<file path="config.mk">
export PLATFORM = sky130hd
export DESIGN_NAME = chan_xing_cfg
export DESIGN_NICKNAME = d
export VERILOG_FILES = /design/src/chan_xing_pkg.sv /design/src/chan_xing_cfg.sv
export SDC_FILE = /design/constraint.sdc
export NUM_CORES = 1
export LEC_CHECK = 0
export BUFFER_PORTS_ARGS = -buffer_cell sky130_fd_sc_hd__clkbuf_2
export CORE_ASPECT_RATIO = 1.25
export CORE_MARGIN = 8
export CORE_UTILIZATION = 58
export DETAILED_ROUTE_END_ITERATION = 8
export HOLD_SLACK_MARGIN = 0.12
export PLACE_DENSITY = 0.8
export SLEW_MARGIN = 20
export SYNTH_ARGS = -nofsm -noshare
export SYNTH_HDL_FRONTEND = slang
export SYNTH_SLANG_ARGS = --single-unit
</file>
<file path="constraint.sdc">
create_clock -name ref_clk -period 2.1 [get_ports ref_clk]
set_clock_uncertainty 0.1 [all_clocks]
set_input_delay 0.315 -clock ref_clk [delete_from_list [all_inputs] [get_ports ref_clk]]
set_output_delay 0.315 -clock ref_clk [all_outputs]
set_load 0.01 [all_outputs]
</file>
<file path="src/chan_xing_pkg.sv">
/*
 Package for the per-channel clock-crossing configuration bank.
 Assumes dword configuration accesses addressed by byte offset.
*/
package chan_xing_pkg;
	localparam int num_channels = 3;
	localparam logic [7:0] off_rx_crossing = 8'hC8;
	localparam logic [7:0] off_ew_ratio = 8'hCC;
	localparam logic [7:0] off_ew_offsets = 8'hD0;
	localparam logic [7:0] off_read_latency = 8'hD4;
	localparam logic [7:0] off_page_close = 8'hD8;
	localparam logic [7:0] off_tx_ratios = 8'hE0;
	localparam logic [7:0] off_tx_cmd_offsets = 8'hE4;
	localparam logic [7:0] off_tx_data_offsets = 8'hE8;
	// Field positions (low bit)
	localparam int pos_ptr_sep = 24;
	localparam int pos_offset = 16;
	localparam int pos_far = 8;
	localparam int pos_home = 0;
	localparam int pos_rd_ptr = 14;
	localparam int pos_wr_ptr = 10;
	localparam int pos_fifo_ptr = 8;
	// Reset values
	localparam logic [2:0] rst_ptr_sep = 3'h2;
	localparam logic [7:0] rst_rx_offset = 8'h00;
	localparam logic [7:0] rst_rx_far = 8'h01;
	localparam logic [7:0] rst_rx_home = 8'h02;
	localparam logic [7:0] rst_ew_far = 8'h01;
	localparam logic [7:0] rst_ew_even = 8'h02;
	localparam logic [7:0] rst_ew_odd = 8'h00;
	localparam logic [7:0] rst_latency = 8'h00;
	localparam logic [15:0] rst_page_close = 16'h0000;
	localparam logic [7:0] rst_tx_far = 8'h01;
	localparam logic [7:0] rst_tx_home = 8'h04;
	localparam logic [9:0] rst_cmd_offsets = 10'h000;
	localparam logic [16:0] rst_data_offsets = 17'h00000;
	localparam logic [3:0] page_count_low_bits = 4'h0;
endpackage

</file>
<file path="src/chan_xing_cfg.sv">
/*
 Three channel copies of the clock-crossing configuration registers with
 the derived gearing outputs and a page-close interval timer per channel.
 Assumes a dword config port: cfg_wr/cfg_rd strobes, channel select and
 byte offset, one access per cycle from logic on ref_clk.
*/
// Contract
// - Pointer separation field stored and read back, never used by hardware.
// - Receive pointer separation derives from round-trip latency, growing with it.
// - Round-trip latency is eight bits in uncore cycles, read CAS to data.
// - Timeout field gives top eight bits of twelve; upper byte reserved zero; the bank stores and reads back bits 15:8 as written.
// - Twelve-bit count sets page-close flag interval; larger means less aggressive.
// - Command FIFOs of all channels use channel 0 command offsets.
// - Receive register: offset 23:16, far ratio 15:8, home ratio 7:0.
// - Early-warning far ratio in bits 15:8, reset one.
// - Early-warning even offset 15:8 reset two, odd offset 7:0 reset zero.
// - Transmit far ratio 15:8 reset one, home ratio 7:0 reset four.
// - Command offsets: pointer shift 9:8, bubble shift 7:0, reset zero.
// - Data offsets: read 16:14, write 13:10, pointer 9:8, bubble 7:0.
module chan_xing_cfg
	import chan_xing_pkg::*;
(
	input wire logic ref_clk,
	input wire logic arst_n,
	input wire logic cfg_wr,
	input wire logic cfg_rd,
	input wire logic [1:0] cfg_chan,
	input wire logic [7:0] cfg_offset,
	input wire logic [31:0] cfg_wdata,
	output logic [31:0] cfg_rdata,
	output logic cfg_rvalid,
	output logic [23:0] rx_gearing,
	output logic [23:0] rx_pointer_separation,
	output logic [23:0] warning_far_ratio,
	output logic [23:0] warning_even_phase_offset,
	output logic [23:0] warning_odd_phase_offset,
	output logic [23:0] tx_far_ratio,
	output logic [23:0] tx_home_ratio,
	output logic [5:0] cmd_fifo_pointer_shift,
	output logic [23:0] cmd_bubble_gen_shift,
	output logic [50:0] data_fifo_offsets,
	output logic [2:0] page_close_flag
);
	import chan_xing_pkg::*;

	logic [31:0] rd_mux [num_channels];
	logic [31:0] rdata_nxt;
	logic [31:0] rdata_r;
	logic rvalid_r;

	assign rdata_nxt = (cfg_chan < 2'(num_channels)) ?
		rd_mux[cfg_chan] : 32'h0000_0000;

	always_ff @(posedge ref_clk or negedge arst_n) begin
		if (!arst_n) begin
			rdata_r <= 32'h0000_0000;
			rvalid_r <= 1'b0;
		end else begin
			rdata_r <= cfg_rd ? rdata_nxt : rdata_r;
			rvalid_r <= cfg_rd;
		end
	end
	assign cfg_rdata = rdata_r;
	assign cfg_rvalid = rvalid_r;

	logic [7:0] cmd_bg0;
	logic [1:0] cmd_ptr0;

	// Offset decode, shared by the three channel copies
	logic hit_rx;
	logic hit_ew_ratio;
	logic hit_ew_offsets;
	logic hit_latency;
	logic hit_page;
	logic hit_tx_ratios;
	logic hit_cmd;
	logic hit_data;

	assign hit_rx = (cfg_offset == off_rx_crossing);
	assign hit_ew_ratio = (cfg_offset == off_ew_ratio);
	assign hit_ew_offsets = (cfg_offset == off_ew_offsets);
	assign hit_latency = (cfg_offset == off_read_latency);
	assign hit_page = (cfg_offset == off_page_close);
	assign hit_tx_ratios = (cfg_offset == off_tx_ratios);
	assign hit_cmd = (cfg_offset == off_tx_cmd_offsets);
	assign hit_data = (cfg_offset == off_tx_data_offsets);

	genvar g;
	generate
		for (g = 0; g < num_channels; g = g + 1) begin : chan
			logic sel;
			logic [2:0] ptr_sep_r;
			logic [7:0] rx_off_r, rx_far_r, rx_home_r;
			logic [7:0] ew_far_r, ew_even_r, ew_odd_r;
			logic [7:0] lat_r;
			logic [15:0] page_r;
			logic [7:0] tx_far_r, tx_home_r;
			logic [9:0] cmd_r;
			logic [16:0] data_r;
			logic [11:0] page_cnt_r;
			logic [11:0] page_cnt_nxt;
			logic [11:0] page_limit;
			logic flag_r;
			logic [7:0] sep_r;
			logic [7:0] sep_nxt;
			logic [7:0] rx_word_r;
			logic wr_rx;
			logic wr_ew_ratio;
			logic wr_ew_offsets;
			logic wr_latency;
			logic wr_page;
			logic wr_tx_ratios;
			logic wr_cmd;
			logic wr_data;
			logic [31:0] rd_word;
			logic [7:0] ew_far_out_r;
			logic [7:0] ew_even_out_r;
			logic [7:0] ew_odd_out_r;
			logic [7:0] tx_far_out_r;
			logic [7:0] tx_home_out_r;
			logic [1:0] cmd_ptr_r;
			logic [7:0] cmd_bg_r;
			logic [16:0] data_o_r;

			assign sel = cfg_wr && (cfg_chan == 2'(g));
			assign wr_rx = sel && hit_rx;
			assign wr_ew_ratio = sel && hit_ew_ratio;
			assign wr_ew_offsets = sel && hit_ew_offsets;
			assign wr_latency = sel && hit_latency;
			assign wr_page = sel && hit_page;
			assign wr_tx_ratios = sel && hit_tx_ratios;
			assign wr_cmd = sel && hit_cmd;
			assign wr_data = sel && hit_data;

			always_ff @(posedge ref_clk or negedge arst_n) begin
				if (!arst_n) begin
					ptr_sep_r <= rst_ptr_sep;
					rx_off_r <= rst_rx_offset;
					rx_far_r <= rst_rx_far;
					rx_home_r <= rst_rx_home;
				end else if (wr_rx) begin
					ptr_sep_r <= cfg_wdata[pos_ptr_sep +: 3];
					rx_off_r <= cfg_wdata[pos_offset +: 8];
					rx_far_r <= cfg_wdata[pos_far +: 8];
					rx_home_r <= cfg_wdata[pos_home +: 8];
				end
			end

			always_ff @(posedge ref_clk or negedge arst_n) begin
				if (!arst_n) begin
					ew_far_r <= rst_ew_far;
				end else if (wr_ew_ratio) begin
					ew_far_r <= cfg_wdata[pos_far +: 8];
				end
			end

			always_ff @(posedge ref_clk or negedge arst_n) begin
				if (!arst_n) begin
					ew_even_r <= rst_ew_even;
					ew_odd_r <= rst_ew_odd;
				end else if (wr_ew_offsets) begin
					ew_even_r <= cfg_wdata[pos_far +: 8];
					ew_odd_r <= cfg_wdata[pos_home +: 8];
				end
			end

			always_ff @(posedge ref_clk or negedge arst_n) begin
				if (!arst_n) begin
					lat_r <= rst_latency;
				end else if (wr_latency) begin
					lat_r <= cfg_wdata[7:0];
				end
			end

			always_ff @(posedge ref_clk or negedge arst_n) begin
				if (!arst_n) begin
					page_r <= rst_page_close;
				end else if (wr_page) begin
					page_r <= cfg_wdata[15:0];
				end
			end

			always_ff @(posedge ref_clk or negedge arst_n) begin
				if (!arst_n) begin
					tx_far_r <= rst_tx_far;
					tx_home_r <= rst_tx_home;
				end else if (wr_tx_ratios) begin
					tx_far_r <= cfg_wdata[pos_far +: 8];
					tx_home_r <= cfg_wdata[pos_home +: 8];
				end
			end

			always_ff @(posedge ref_clk or negedge arst_n) begin
				if (!arst_n) begin
					cmd_r <= rst_cmd_offsets;
				end else if (wr_cmd) begin
					cmd_r <= cfg_wdata[9:0];
				end
			end

			always_ff @(posedge ref_clk or negedge arst_n) begin
				if (!arst_n) begin
					data_r <= rst_data_offsets;
				end else if (wr_data) begin
					data_r <= cfg_wdata[16:0];
				end
			end

			// Readback selection; unmapped offsets read zero
			assign rd_word = hit_rx ?
				{5'h00, ptr_sep_r, rx_off_r, rx_far_r, rx_home_r} :
				hit_ew_ratio ? {16'h0000, ew_far_r, 8'h00} :
				hit_ew_offsets ? {16'h0000, ew_even_r, ew_odd_r} :
				hit_latency ? {24'h000000, lat_r} :
				hit_page ? {16'h0000, page_r} :
				hit_tx_ratios ? {16'h0000, tx_far_r, tx_home_r} :
				hit_cmd ? {22'h000000, cmd_r} :
				hit_data ? {15'h0000, data_r} : 32'h0000_0000;
			assign rd_mux[g] = rd_word;

			assign sep_nxt = lat_r;
			assign page_limit = {page_r[7:0], page_count_low_bits};
			assign page_cnt_nxt = (page_cnt_r >= page_limit) ?
				12'h000 : page_cnt_r + 12'h001;

			always_ff @(posedge ref_clk or negedge arst_n) begin
				if (!arst_n) begin
					page_cnt_r <= 12'h000;
					flag_r <= 1'b0;
					sep_r <= 8'h00;
					rx_word_r <= 8'h00;
				end else begin
					page_cnt_r <= page_cnt_nxt;
					flag_r <= (page_cnt_r >= page_limit);
					sep_r <= sep_nxt;
					rx_word_r <= rx_off_r;
				end
			end

			if (g == 0) begin : ch0
				assign cmd_bg0 = cmd_r[7:0];
				assign cmd_ptr0 = cmd_r[9:8];
			end

			// Output copies start at the reset values, so the crossing
			// logic never sees a zero ratio while the bank comes up
			always_ff @(posedge ref_clk or negedge arst_n) begin
				if (!arst_n) begin
					ew_far_out_r <= rst_ew_far;
					ew_even_out_r <= rst_ew_even;
					ew_odd_out_r <= rst_ew_odd;
					tx_far_out_r <= rst_tx_far;
					tx_home_out_r <= rst_tx_home;
				end else begin
					ew_far_out_r <= ew_far_r;
					ew_even_out_r <= ew_even_r;
					ew_odd_out_r <= ew_odd_r;
					tx_far_out_r <= tx_far_r;
					tx_home_out_r <= tx_home_r;
				end
			end

			always_ff @(posedge ref_clk or negedge arst_n) begin
				if (!arst_n) begin
					cmd_ptr_r <= rst_cmd_offsets[9:8];
					cmd_bg_r <= rst_cmd_offsets[7:0];
				end else begin
					cmd_ptr_r <= cmd_ptr0;
					cmd_bg_r <= cmd_bg0;
				end
			end

			always_ff @(posedge ref_clk or negedge arst_n) begin
				if (!arst_n) begin
					data_o_r <= rst_data_offsets;
				end else begin
					data_o_r <= data_r;
				end
			end

			// Receive gearing carries the offset field only; the ratios
			// stay readable for software but are not exported
			assign rx_gearing[g*8 +: 8] = rx_word_r;
			assign rx_pointer_separation[g*8 +: 8] = sep_r;
			assign warning_far_ratio[g*8 +: 8] = ew_far_out_r;
			assign warning_even_phase_offset[g*8 +: 8] = ew_even_out_r;
			assign warning_odd_phase_offset[g*8 +: 8] = ew_odd_out_r;
			assign tx_far_ratio[g*8 +: 8] = tx_far_out_r;
			assign tx_home_ratio[g*8 +: 8] = tx_home_out_r;
			assign cmd_fifo_pointer_shift[g*2 +: 2] = cmd_ptr_r;
			assign cmd_bubble_gen_shift[g*8 +: 8] = cmd_bg_r;
			assign data_fifo_offsets[g*17 +: 17] = data_o_r;
			assign page_close_flag[g] = flag_r;
		end
	endgenerate
endmodule

</file>
==> results of run 1 <==
worst reg2reg max path: cells and delay by family, from the launching register on:
family | cells | cell delay, ps
AND/OR/NAND/NOR | 2 | 700
AO/OA/AOI/OAI | 2 | 490
flip-flops | 1 | 440
adder cells (fa/ha/maj) | 1 | 180
buffers and inverters | 1 | 70
power groups by stage:
stage	registers, mW	logic [mW]	clock network, mW
finish	12.9	1.56	10.7
global route	12.9	1.68	11.3
CTS	12.9	1.56	10.8
detailed placement	13.1	1.52	0
global placement	13.1	1.49	0
floorplan	13.1	0.571	0
layout make-up:
class,count,area share
multi-input combinational,1110,0.277
inverter,50,0.00580
timing repair buffer,585,0.131
clock buffer,82,0.0520
sequential,650,0.504
clock inverter,25,0.00747
tap,578,0.0224
registers in the layout, summed over array words and instances, names as in the netlist, 9 cells and up:
register            count
chan.data_o_r          51
chan.data_r            51
chan.page_r            48
chan.page_cnt_r        36
chan.cmd_r             30
cfg_rdata              27
chan.ew_even_out_r     24
chan.ew_even_r         24
chan.ew_far_out_r      24
chan.ew_far_r          24
chan.ew_odd_out_r      24
chan.ew_odd_r          24
chan.lat_r             24
chan.rx_far_r          24
chan.rx_home_r         24
chan.rx_off_r          24
chan.rx_word_r         24
chan.sep_r             24
chan.tx_far_out_r      24
chan.tx_far_r          24
chan.tx_home_out_r     24
chan.tx_home_r         24
chan.ptr_sep_r          9
placed cells by master (no fill, tap or decap), types with 33 or more instances in the layout:
| cell type | n |
|---|---|
| clkbuf_16 | 59 |
| clkbuf_2 | 319 |
| dfstp_2 | 33 |
| buf_12 | 49 |
| o21ai_0 | 63 |
| dfrtp_1 | 616 |
| nand2_1 | 96 |
| mux2_2 | 340 |
| o22ai_1 | 33 |
| a21oi_1 | 82 |
| nor2_1 | 81 |
| buf_4 | 202 |
| inv_1 | 48 |
cell families after synthesis:
logic type / count (synthesis) / synth area share
flip-flops: 650 / 0.625
multiplexers: 376 / 0.162
AO/OA/AOI/OAI: 360 / 0.0928
AND/OR/NAND/NOR: 308 / 0.0593
buffers and inverters: 198 / 0.0365
adder cells (fa/ha/maj): 30 / 0.0144
XOR/XNOR: 30 / 0.0101
other: 1 / 0.000144
worst paths after layout:
path	endpoint	slack (ps)	depth (start not counted)
worst max-delay path	chan[0].page_cnt_r[1]	20	6
worst min-delay path	chan[0].rx_word_r[3]	120	2
worst max register to register	chan[0].page_cnt_r[1]	20	6
worst min register to register	chan[1].tx_far_out_r[0]	280	0
max in group asynchronous	chan[2].tx_home_r[2]	890	3
min in group ref_clk	chan[1].page_r[5]	140	3
repair_timing:
item,CTS,global route
pin swaps,0,5
gates resized for setup,5,11
cloned,0,1
setup buffers,0,2
endpoints found under the setup margin,39,36
hold buffers,14,0
endpoints found under the hold margin,466,0
metal layers:
| layer | GRT usage | part of all wire | routed length (microns) |
|---|---|---|---|
| met5 | 0 | 0.00028 | 23 |
| met4 | 0.176 | 0.059 | 4830 |
| met2 | 0.528 | 0.50 | 41100 |
| met1 | 0.385 | 0.38 | 30800 |
| met3 | 0.0500 | 0.064 | 5220 |
==> results.yml, run 1 <==
yosys:
  synth_edf_count: 0
  synth_top_area_share: 0.592
  synth_cells: 1953
  ys_seq_area_frac: 0.625
  synth_cell_types: 83
  syn_area_sq_um: 26100
  synth.avg_cell_area_sq_um: 13.4
  async_reset_ff_frac: 1.00
  yosysTopAreaCell: "dfrtp_1"
  ys_top_cells_by_count: "617 x dfrtp_1, 340 x mux2_2, 96 x nand2_1, 85 x a21oi_1, 85 x nor2_1"
  synth_most_common_cell: "dfrtp_1"
  yosys_most_used_dff: "dfrtp_1"
  synth_seq_cells: 650
  ys_warn_count: 0
  synthTopCellsByArea: "dfrtp_1 59%, mux2_2 15%, dfstp_2 3.3%"
placed_design:
  port_buffers: 320
  dp_cells: 2956
  hpwl_microns: 59300
  place_congestion: 0.950
  placed_cell_area_sq_um: 30200
  pre_cts_ws_ps: -414
route:
  dr.pass1.iters: 6
  post-route-drc-count: 0
  wirelength_microns: 82000
  antenna_left: 0
  drt_iter0_drc: 1349
  viasPerCell: 6.04
  wire_per_inst_microns: 26.6
  vias: 18588
critical_path:
  end_kind: "flop"
  crit_required_ps: 2530
  path_class: "flop to flop"
  crit_start: "chan[0].page_r[5]"
  worstSetupStartpointType: "flop"
  worst-path-buf-inv: 1
  cpLargestDelayFamily: "simple AND/OR/NAND/NOR gates"
  path_cells: "inv_1 -> ha_2 -> or4_4 -> a211oi_4 -> a21oi_4 -> nor2b_1"
  cp_slowest_cell: "or4_4"
  cpPeakStageDelay_ps: 550
  timing.rr.start: "chan[0].page_r[5]"
  worstPathArrival_ps: 2510
  worstPathMaxFanout: 7
timing:
  hold_slack_ps: 125
  fmaxAchievable_mhz: 481
  setup_violations: 0
  worst_pin_slew_ps: 599
  postLayoutSetupSlackWorst_ps: 21.7
  setup-tns-final_ps: 0
  min_period_ps: 2080
  hold_viol_final: 0
  rsz0062_at_grt: "true"
  relSlewSlack: 0.597
  min_period_over_period: 0.990
  slew_violations: 0
cells_and_area:
  fin_nets: 2530
  final_util: 0.723
  drive_gt1_frac: 0.435
  final_cell_area_sq_um: 32300
  fillers: 2939
  syn_to_final_growth_pct: 23.9
  final-seq-area_sq_um: 16300
  multi_input_area_sq_um: 8940
  diodes: 0
  finalNonFillerCells: 3080
die:
  coreArea_sq_um: 44700
  die_x_microns: 206
  io_pins: 331
  die-area_sq_um: 52100
  initial_utilization: 0.583
  die_y_microns: 253
  rows: 87
clock_tree:
  clockRootBuffer: "clkbuf_16"
  htreeDepth: 2
  cts_tree: "yes"
  ctsLongestPathBuffers: 3
  clk_pin_slew_ps: 60
  numCtsBuffers: 57
  cts_sinks: 650
  clk_latency_ps: 620
run:
  maxCapViolations: 0
power_and_ir_drop:
  p_int_mw: 19.3
  pwr-share-seq: 0.513
  swShare: 0.232
  p_leak_nw: 16.6
  clockPowerShare: 0.425
  vdd_ir_drop_max_mv: 0.827
  power_density_nw_per_um2: 776
  p_switching_mw: 5.83
  p_comb_frac: 0.062
  power_mw: 25.1
global_route:
  grt_util_all_layers: 0.315
  antenna_found_initial: 3
  grt_overflow: 0
  grt_pass1_vias: 19691
  grt_pass1_wl_microns: 122000
  grt_max_degree: 94
outcome:
  run_status: "complete, no violations"
worst_hold_path:
  min_path_type: "primary input to asynchronous set/reset pin"
Note: power is estimated with default switching activity, not from simulation.
==> run 2, diff against run 1 <==
REMOVE_ABC_BUFFERS = 1   (was unset)
==> results.yml, run 2 (synthesis gave the netlist of run 1 again) <==
route:
  wire_per_inst_microns: 26.3
  top_layer_used: "met5"
  post-route-drc-count: 0
  wl_met3_microns: 5750
  antenna_left: 0
  met2_length_microns: 40600
  wirelength_microns: 80900
  drt_iter0_drc: 1475
  viasPerCell: 6.07
  vias: 18620
  dr.pass1.iters: 6
  wl_met1_microns: 30600
die:
  die_x_microns: 206
  coreArea_sq_um: 44700
  die-area_sq_um: 52100
  rows: 87
  die_y_microns: 253
  io_pins: 331
  initial_utilization: 0.583
critical_path:
  worstSetupStartpointType: "flop"
  end_kind: "flop"
  worstPathArrival_ps: 2470
  path_class: "flop to flop"
  worstPathMaxFanout: 13
  crit_required_ps: 2550
global_route:
  grt_util_all_layers: 0.309
  grt_pass1_vias: 19821
  antenna_found_initial: 4
  grt_max_degree: 96
  grt_overflow: 0
  grt_pass1_wl_microns: 121000
timing:
  hold_slack_ps: 159
  worst_pin_slew_ps: 781
  relSlewSlack: 0.477
  rsz0062_at_grt: "false"
  min_period_ps: 2020
  min_period_over_period: 0.964
  setup_violations: 0
  hold_viol_final: 0
  slew_violations: 0
  fmaxAchievable_mhz: 494
cells_and_area:
  final_util: 0.720
  syn_to_final_growth_pct: 23.5
  largest_registers: "chan.data_o_r: 51 flops, chan.data_r: 51 flops, chan.page_r: 48 flops"
  fillers: 2942
  fin_nets: 2515
  final_common_cell: "dfrtp_1"
  final-seq-area_sq_um: 16300
  drive_gt1_frac: 0.430
  multi_input_area_sq_um: 8900
  final_cell_mix: "617 x dfrtp_1, 340 x mux2_2, 319 x clkbuf_2, 205 x buf_4, 96 x nand2_1"
placed_design:
  place_congestion: 0.961
  port_buffers: 320
  hpwl_microns: 58200
power_and_ir_drop:
  p_int_mw: 20.5
  p_comb_frac: 0.057
  power_density_nw_per_um2: 819
  vdd_ir_drop_max_mv: 0.750
  swShare: 0.224
  p_switching_mw: 5.92
  clockPowerShare: 0.455
  pwr-share-seq: 0.488
  p_leak_nw: 16.6
clock_tree:
  clockRootBuffer: "clkbuf_16"
  cts_tree: "yes"
  ctsLongestPathBuffers: 3
  numCtsBuffers: 58
  htreeDepth: 2
  clk_pin_slew_ps: 60
  post_cts_buffers: 0
  cts_sinks: 650
  clk_latency_ps: 620
outcome:
  run_status: "complete, no violations"
run:
  maxCapViolations: 0
worst_hold_path:
  min_path_type: "primary input to flop"
run 2: cell types whose count changed in the layout (fill, tap and decap cells not counted), sizes merged:
cell	previous run	this run
bufinv	3	12
clkinvlp	6	1
clkinv	12	15
clkbuf	401	399
buf	252	237
diode	0	2
a21oi	86	85
inv	54	52
run 2: routing by layer:
layer / vias up / global-route usage
met3: 232 / 0.0573
met5: - / 0
met1: 9577 / 0.384
met2: 878 / 0.519
met4: 2 / 0.142
li1: 7931 / -
run 2: worst paths after layout:
check	startpoint	to	slack, ps	cells past startpoint
worst max register to register	chan[2].page_cnt_r[11]	chan[2].page_cnt_r[6]	80	5
worst max-delay path	chan[2].page_cnt_r[11]	chan[2].page_cnt_r[6]	80	5
min in group asynchronous	arst_n	chan[1].tx_far_r[1]	330	3
worst min register to register	chan[1].tx_far_r[0]	chan[1].tx_far_out_r[0]	280	0
max in group asynchronous	arst_n	chan[0].page_r[9]	380	3
worst min-delay path	cfg_wdata[2]	chan[2].page_r[2]	160	3
run 2: area by class of cell:
cell class / count / share of cell area
Tap cell: 578 / 0.0224
Clock buffer: 80 / 0.0533
Antenna cell: 2 / 0.000155
Sequential cell: 650 / 0.506
Multi-Input combinational cell: 1109 / 0.276
Inverter: 50 / 0.00582
Timing Repair Buffer: 570 / 0.121
Clock inverter: 30 / 0.0149
run 2: power by group through the flow:
stage | clock (mW) | combinational (mW) | sequential, mW
after floorplan | 0 | 0.415 | 13.1
after global placement | 0 | 1.45 | 13.1
after detailed placement | 0 | 1.48 | 13.1
after CTS | 12.1 | 1.52 | 12.9
after global routing | 12.6 | 1.63 | 12.9
final | 12.0 | 1.52 | 12.9
run 2: critical path, stage by stage (launching register included):
cell and delay (ps):
dfrtp_1 410, ha_1 210, or4_1 580, a211oi_2 330
a21oi_4 170, nor2_1 150
run 2: stage by stage:
step	worst slack [ps]	power, mW	instances	instance area (sq um)	setup TNS [ps]
3_5_place_dp	-489	14.6	2943	29800	-59100
2_1_floorplan	-789	13.5	1809	25300	-123260
5_1_grt	3.48	27.1	3068	32200	0
4_1_cts	14.8	26.5	3067	32200	0
6_report	76.4	26.4	3069	32200	0
3_3_place_gp	-432	14.5	2943	29800	-51620
run 2: repair_timing:
item / 4_1_cts / 5_1_grt
endpoints found under the setup margin: 39 / 38
resized for setup: 3 / 6
hold buffers: 14 / 0
hold endpoints to repair: 612 / 0
pin swaps: 0 / 1
==> run 3, diff against run 2 <==
SLEW_MARGIN = unset   (was 20)
clock period = 2.25 ns   (was 2.1 ns; I/O delays follow)
==> results.yml, run 3 (synthesis gave the netlist of run 1 again) <==
clock_tree:
  clockRootBuffer: "clkbuf_16"
  cts_sinks: 650
  clk_latency_ps: 630
  clk_pin_slew_ps: 60
  numCtsBuffers: 58
  ctsLongestPathBuffers: 3
  post_cts_buffers: 0
  cts_tree: "yes"
  htreeDepth: 2
power_and_ir_drop:
  vdd_ir_drop_max_mv: 0.664
  p_comb_frac: 0.059
  pwr-share-seq: 0.508
  power_mw: 23.7
  clockPowerShare: 0.433
  power_density_nw_per_um2: 743
  p_switching_mw: 5.44
  p_leak_nw: 16.4
  p_int_mw: 18.2
  swShare: 0.230
cells_and_area:
  fin_nets: 2494
  diodes: 0
  final_cell_area_sq_um: 31800
  syn_to_final_growth_pct: 22.1
  largest_registers: "chan.data_o_r: 51 flops, chan.data_r: 51 flops, chan.page_r: 48 flops"
  drive_gt1_frac: 0.423
  final_cell_mix: "617 x dfrtp_1, 340 x mux2_2, 319 x clkbuf_2, 185 x buf_4, 96 x nand2_1"
  final_common_cell: "dfrtp_1"
timing:
  relSlewSlack: 0.549
  fmaxAchievable_mhz: 479
  hold_viol_final: 0
  rsz0062_at_grt: "false"
  postLayoutSetupSlackWorst_ps: 163
  setup-tns-final_ps: 0
  setup_violations: 0
  worst_pin_slew_ps: 677
  min_period_ps: 2090
  hold_slack_ps: 185
  slew_violations: 0
  min_period_over_period: 0.928
die:
  coreArea_sq_um: 44700
  die_y_microns: 253
  die_x_microns: 206
  initial_utilization: 0.583
  die-area_sq_um: 52100
  io_pins: 331
  rows: 87
global_route:
  grt_pass1_wl_microns: 121000
  grt_overflow: 0
  grt_max_degree: 111
  grt_util_all_layers: 0.307
  grt_pass1_vias: 19726
  antenna_found_initial: 1
route:
  met2_length_microns: 40300
  dr.pass1.iters: 5
  wl_met1_microns: 30100
  top_layer_used: "met5"
  viasPerCell: 6.01
  vias: 18321
  wirelength_microns: 79900
  wl_met3_microns: 5570
  drt_iter0_drc: 1277
  post-route-drc-count: 0
  wire_per_inst_microns: 26.2
  antenna_left: 0
critical_path:
  end_kind: "flop"
  reg2reg_depth: 6
  path_class: "flop to flop"
  ff2ff_setup_slack_ps: 160
  worstPathArrival_ps: 2530
  crit_required_ps: 2690
  worstPathMaxFanout: 13
  worstSetupStartpointType: "flop"
placed_design:
  hpwl_microns: 57400
  place_congestion: 0.968
  port_buffers: 320
  placed_cell_area_sq_um: 29700
  pre_cts_ws_ps: -289
outcome:
  run_status: "complete, no violations"
worst_hold_path:
  whs_path_depth: 3
  min_path_type: "primary input to flop"
run:
  maxCapViolations: 0
## run 3: repair_timing
item	in CTS	in global routing
hold endpoints to repair	622	0
hold buffers	13	0
gates resized for setup	3	2
endpoints found under the setup margin	39	22
## run 3: path summary, 6_finish.rpt
path / start / end
max in group asynchronous: arst_n / chan[1].tx_far_r[0]
min in group asynchronous: arst_n / chan[1].ew_far_out_r[0]
setup reg to reg: chan[2].page_r[7] / chan[2].page_cnt_r[9]
hold / removal: cfg_wdata[4] / chan[1].page_r[4]
setup / recovery: chan[2].page_r[7] / chan[2].page_cnt_r[9]
hold reg to reg: chan[0].ew_far_r[0] / chan[0].ew_far_out_r[0]
## run 3: power groups by stage
stage	logic [mW]	registers [mW]	clock network, mW
6_report	1.40	12.0	10.3
5_1_grt	1.51	12.0	10.8
4_1_cts	1.40	12.0	10.4
3_5_place_dp	1.36	12.2	0
3_3_place_gp	1.33	12.2	0
2_1_floorplan	0.387	12.2	0
## run 3: cell type report
class	instances	area, sq um
timing repair buffer	549	3760
multi-input combinational	1109	8870
clock inverter	21	238
tap	578	723
fill	2927	12900
inverter	50	188
clock buffer	89	1760
sequential	650	16300
## run 3: metal layers
| layer | vias to the layer above | track usage |
|---|---|---|
| met5 | - | 0 |
| met1 | 9403 | 0.374 |
| met4 | 2 | 0.150 |
| met2 | 810 | 0.522 |
| met3 | 224 | 0.0536 |
| li1 | 7882 | - |
## run 3: worst max-delay path, cell delays in order, from the launching register on
cell and delay (ps):
dfrtp_1 320, inv_1 110, ha_1 240, or4_1 550
a211oi_1 300, a21oi_2 230, nor2_1 160
## run 3: stage by stage
stage                util  std cells
floorplan               -       1809
global placement    0.664       2923
detailed placement  0.664       2923
CTS                 0.712       3046
global route        0.712       3046
finish              0.712       3046
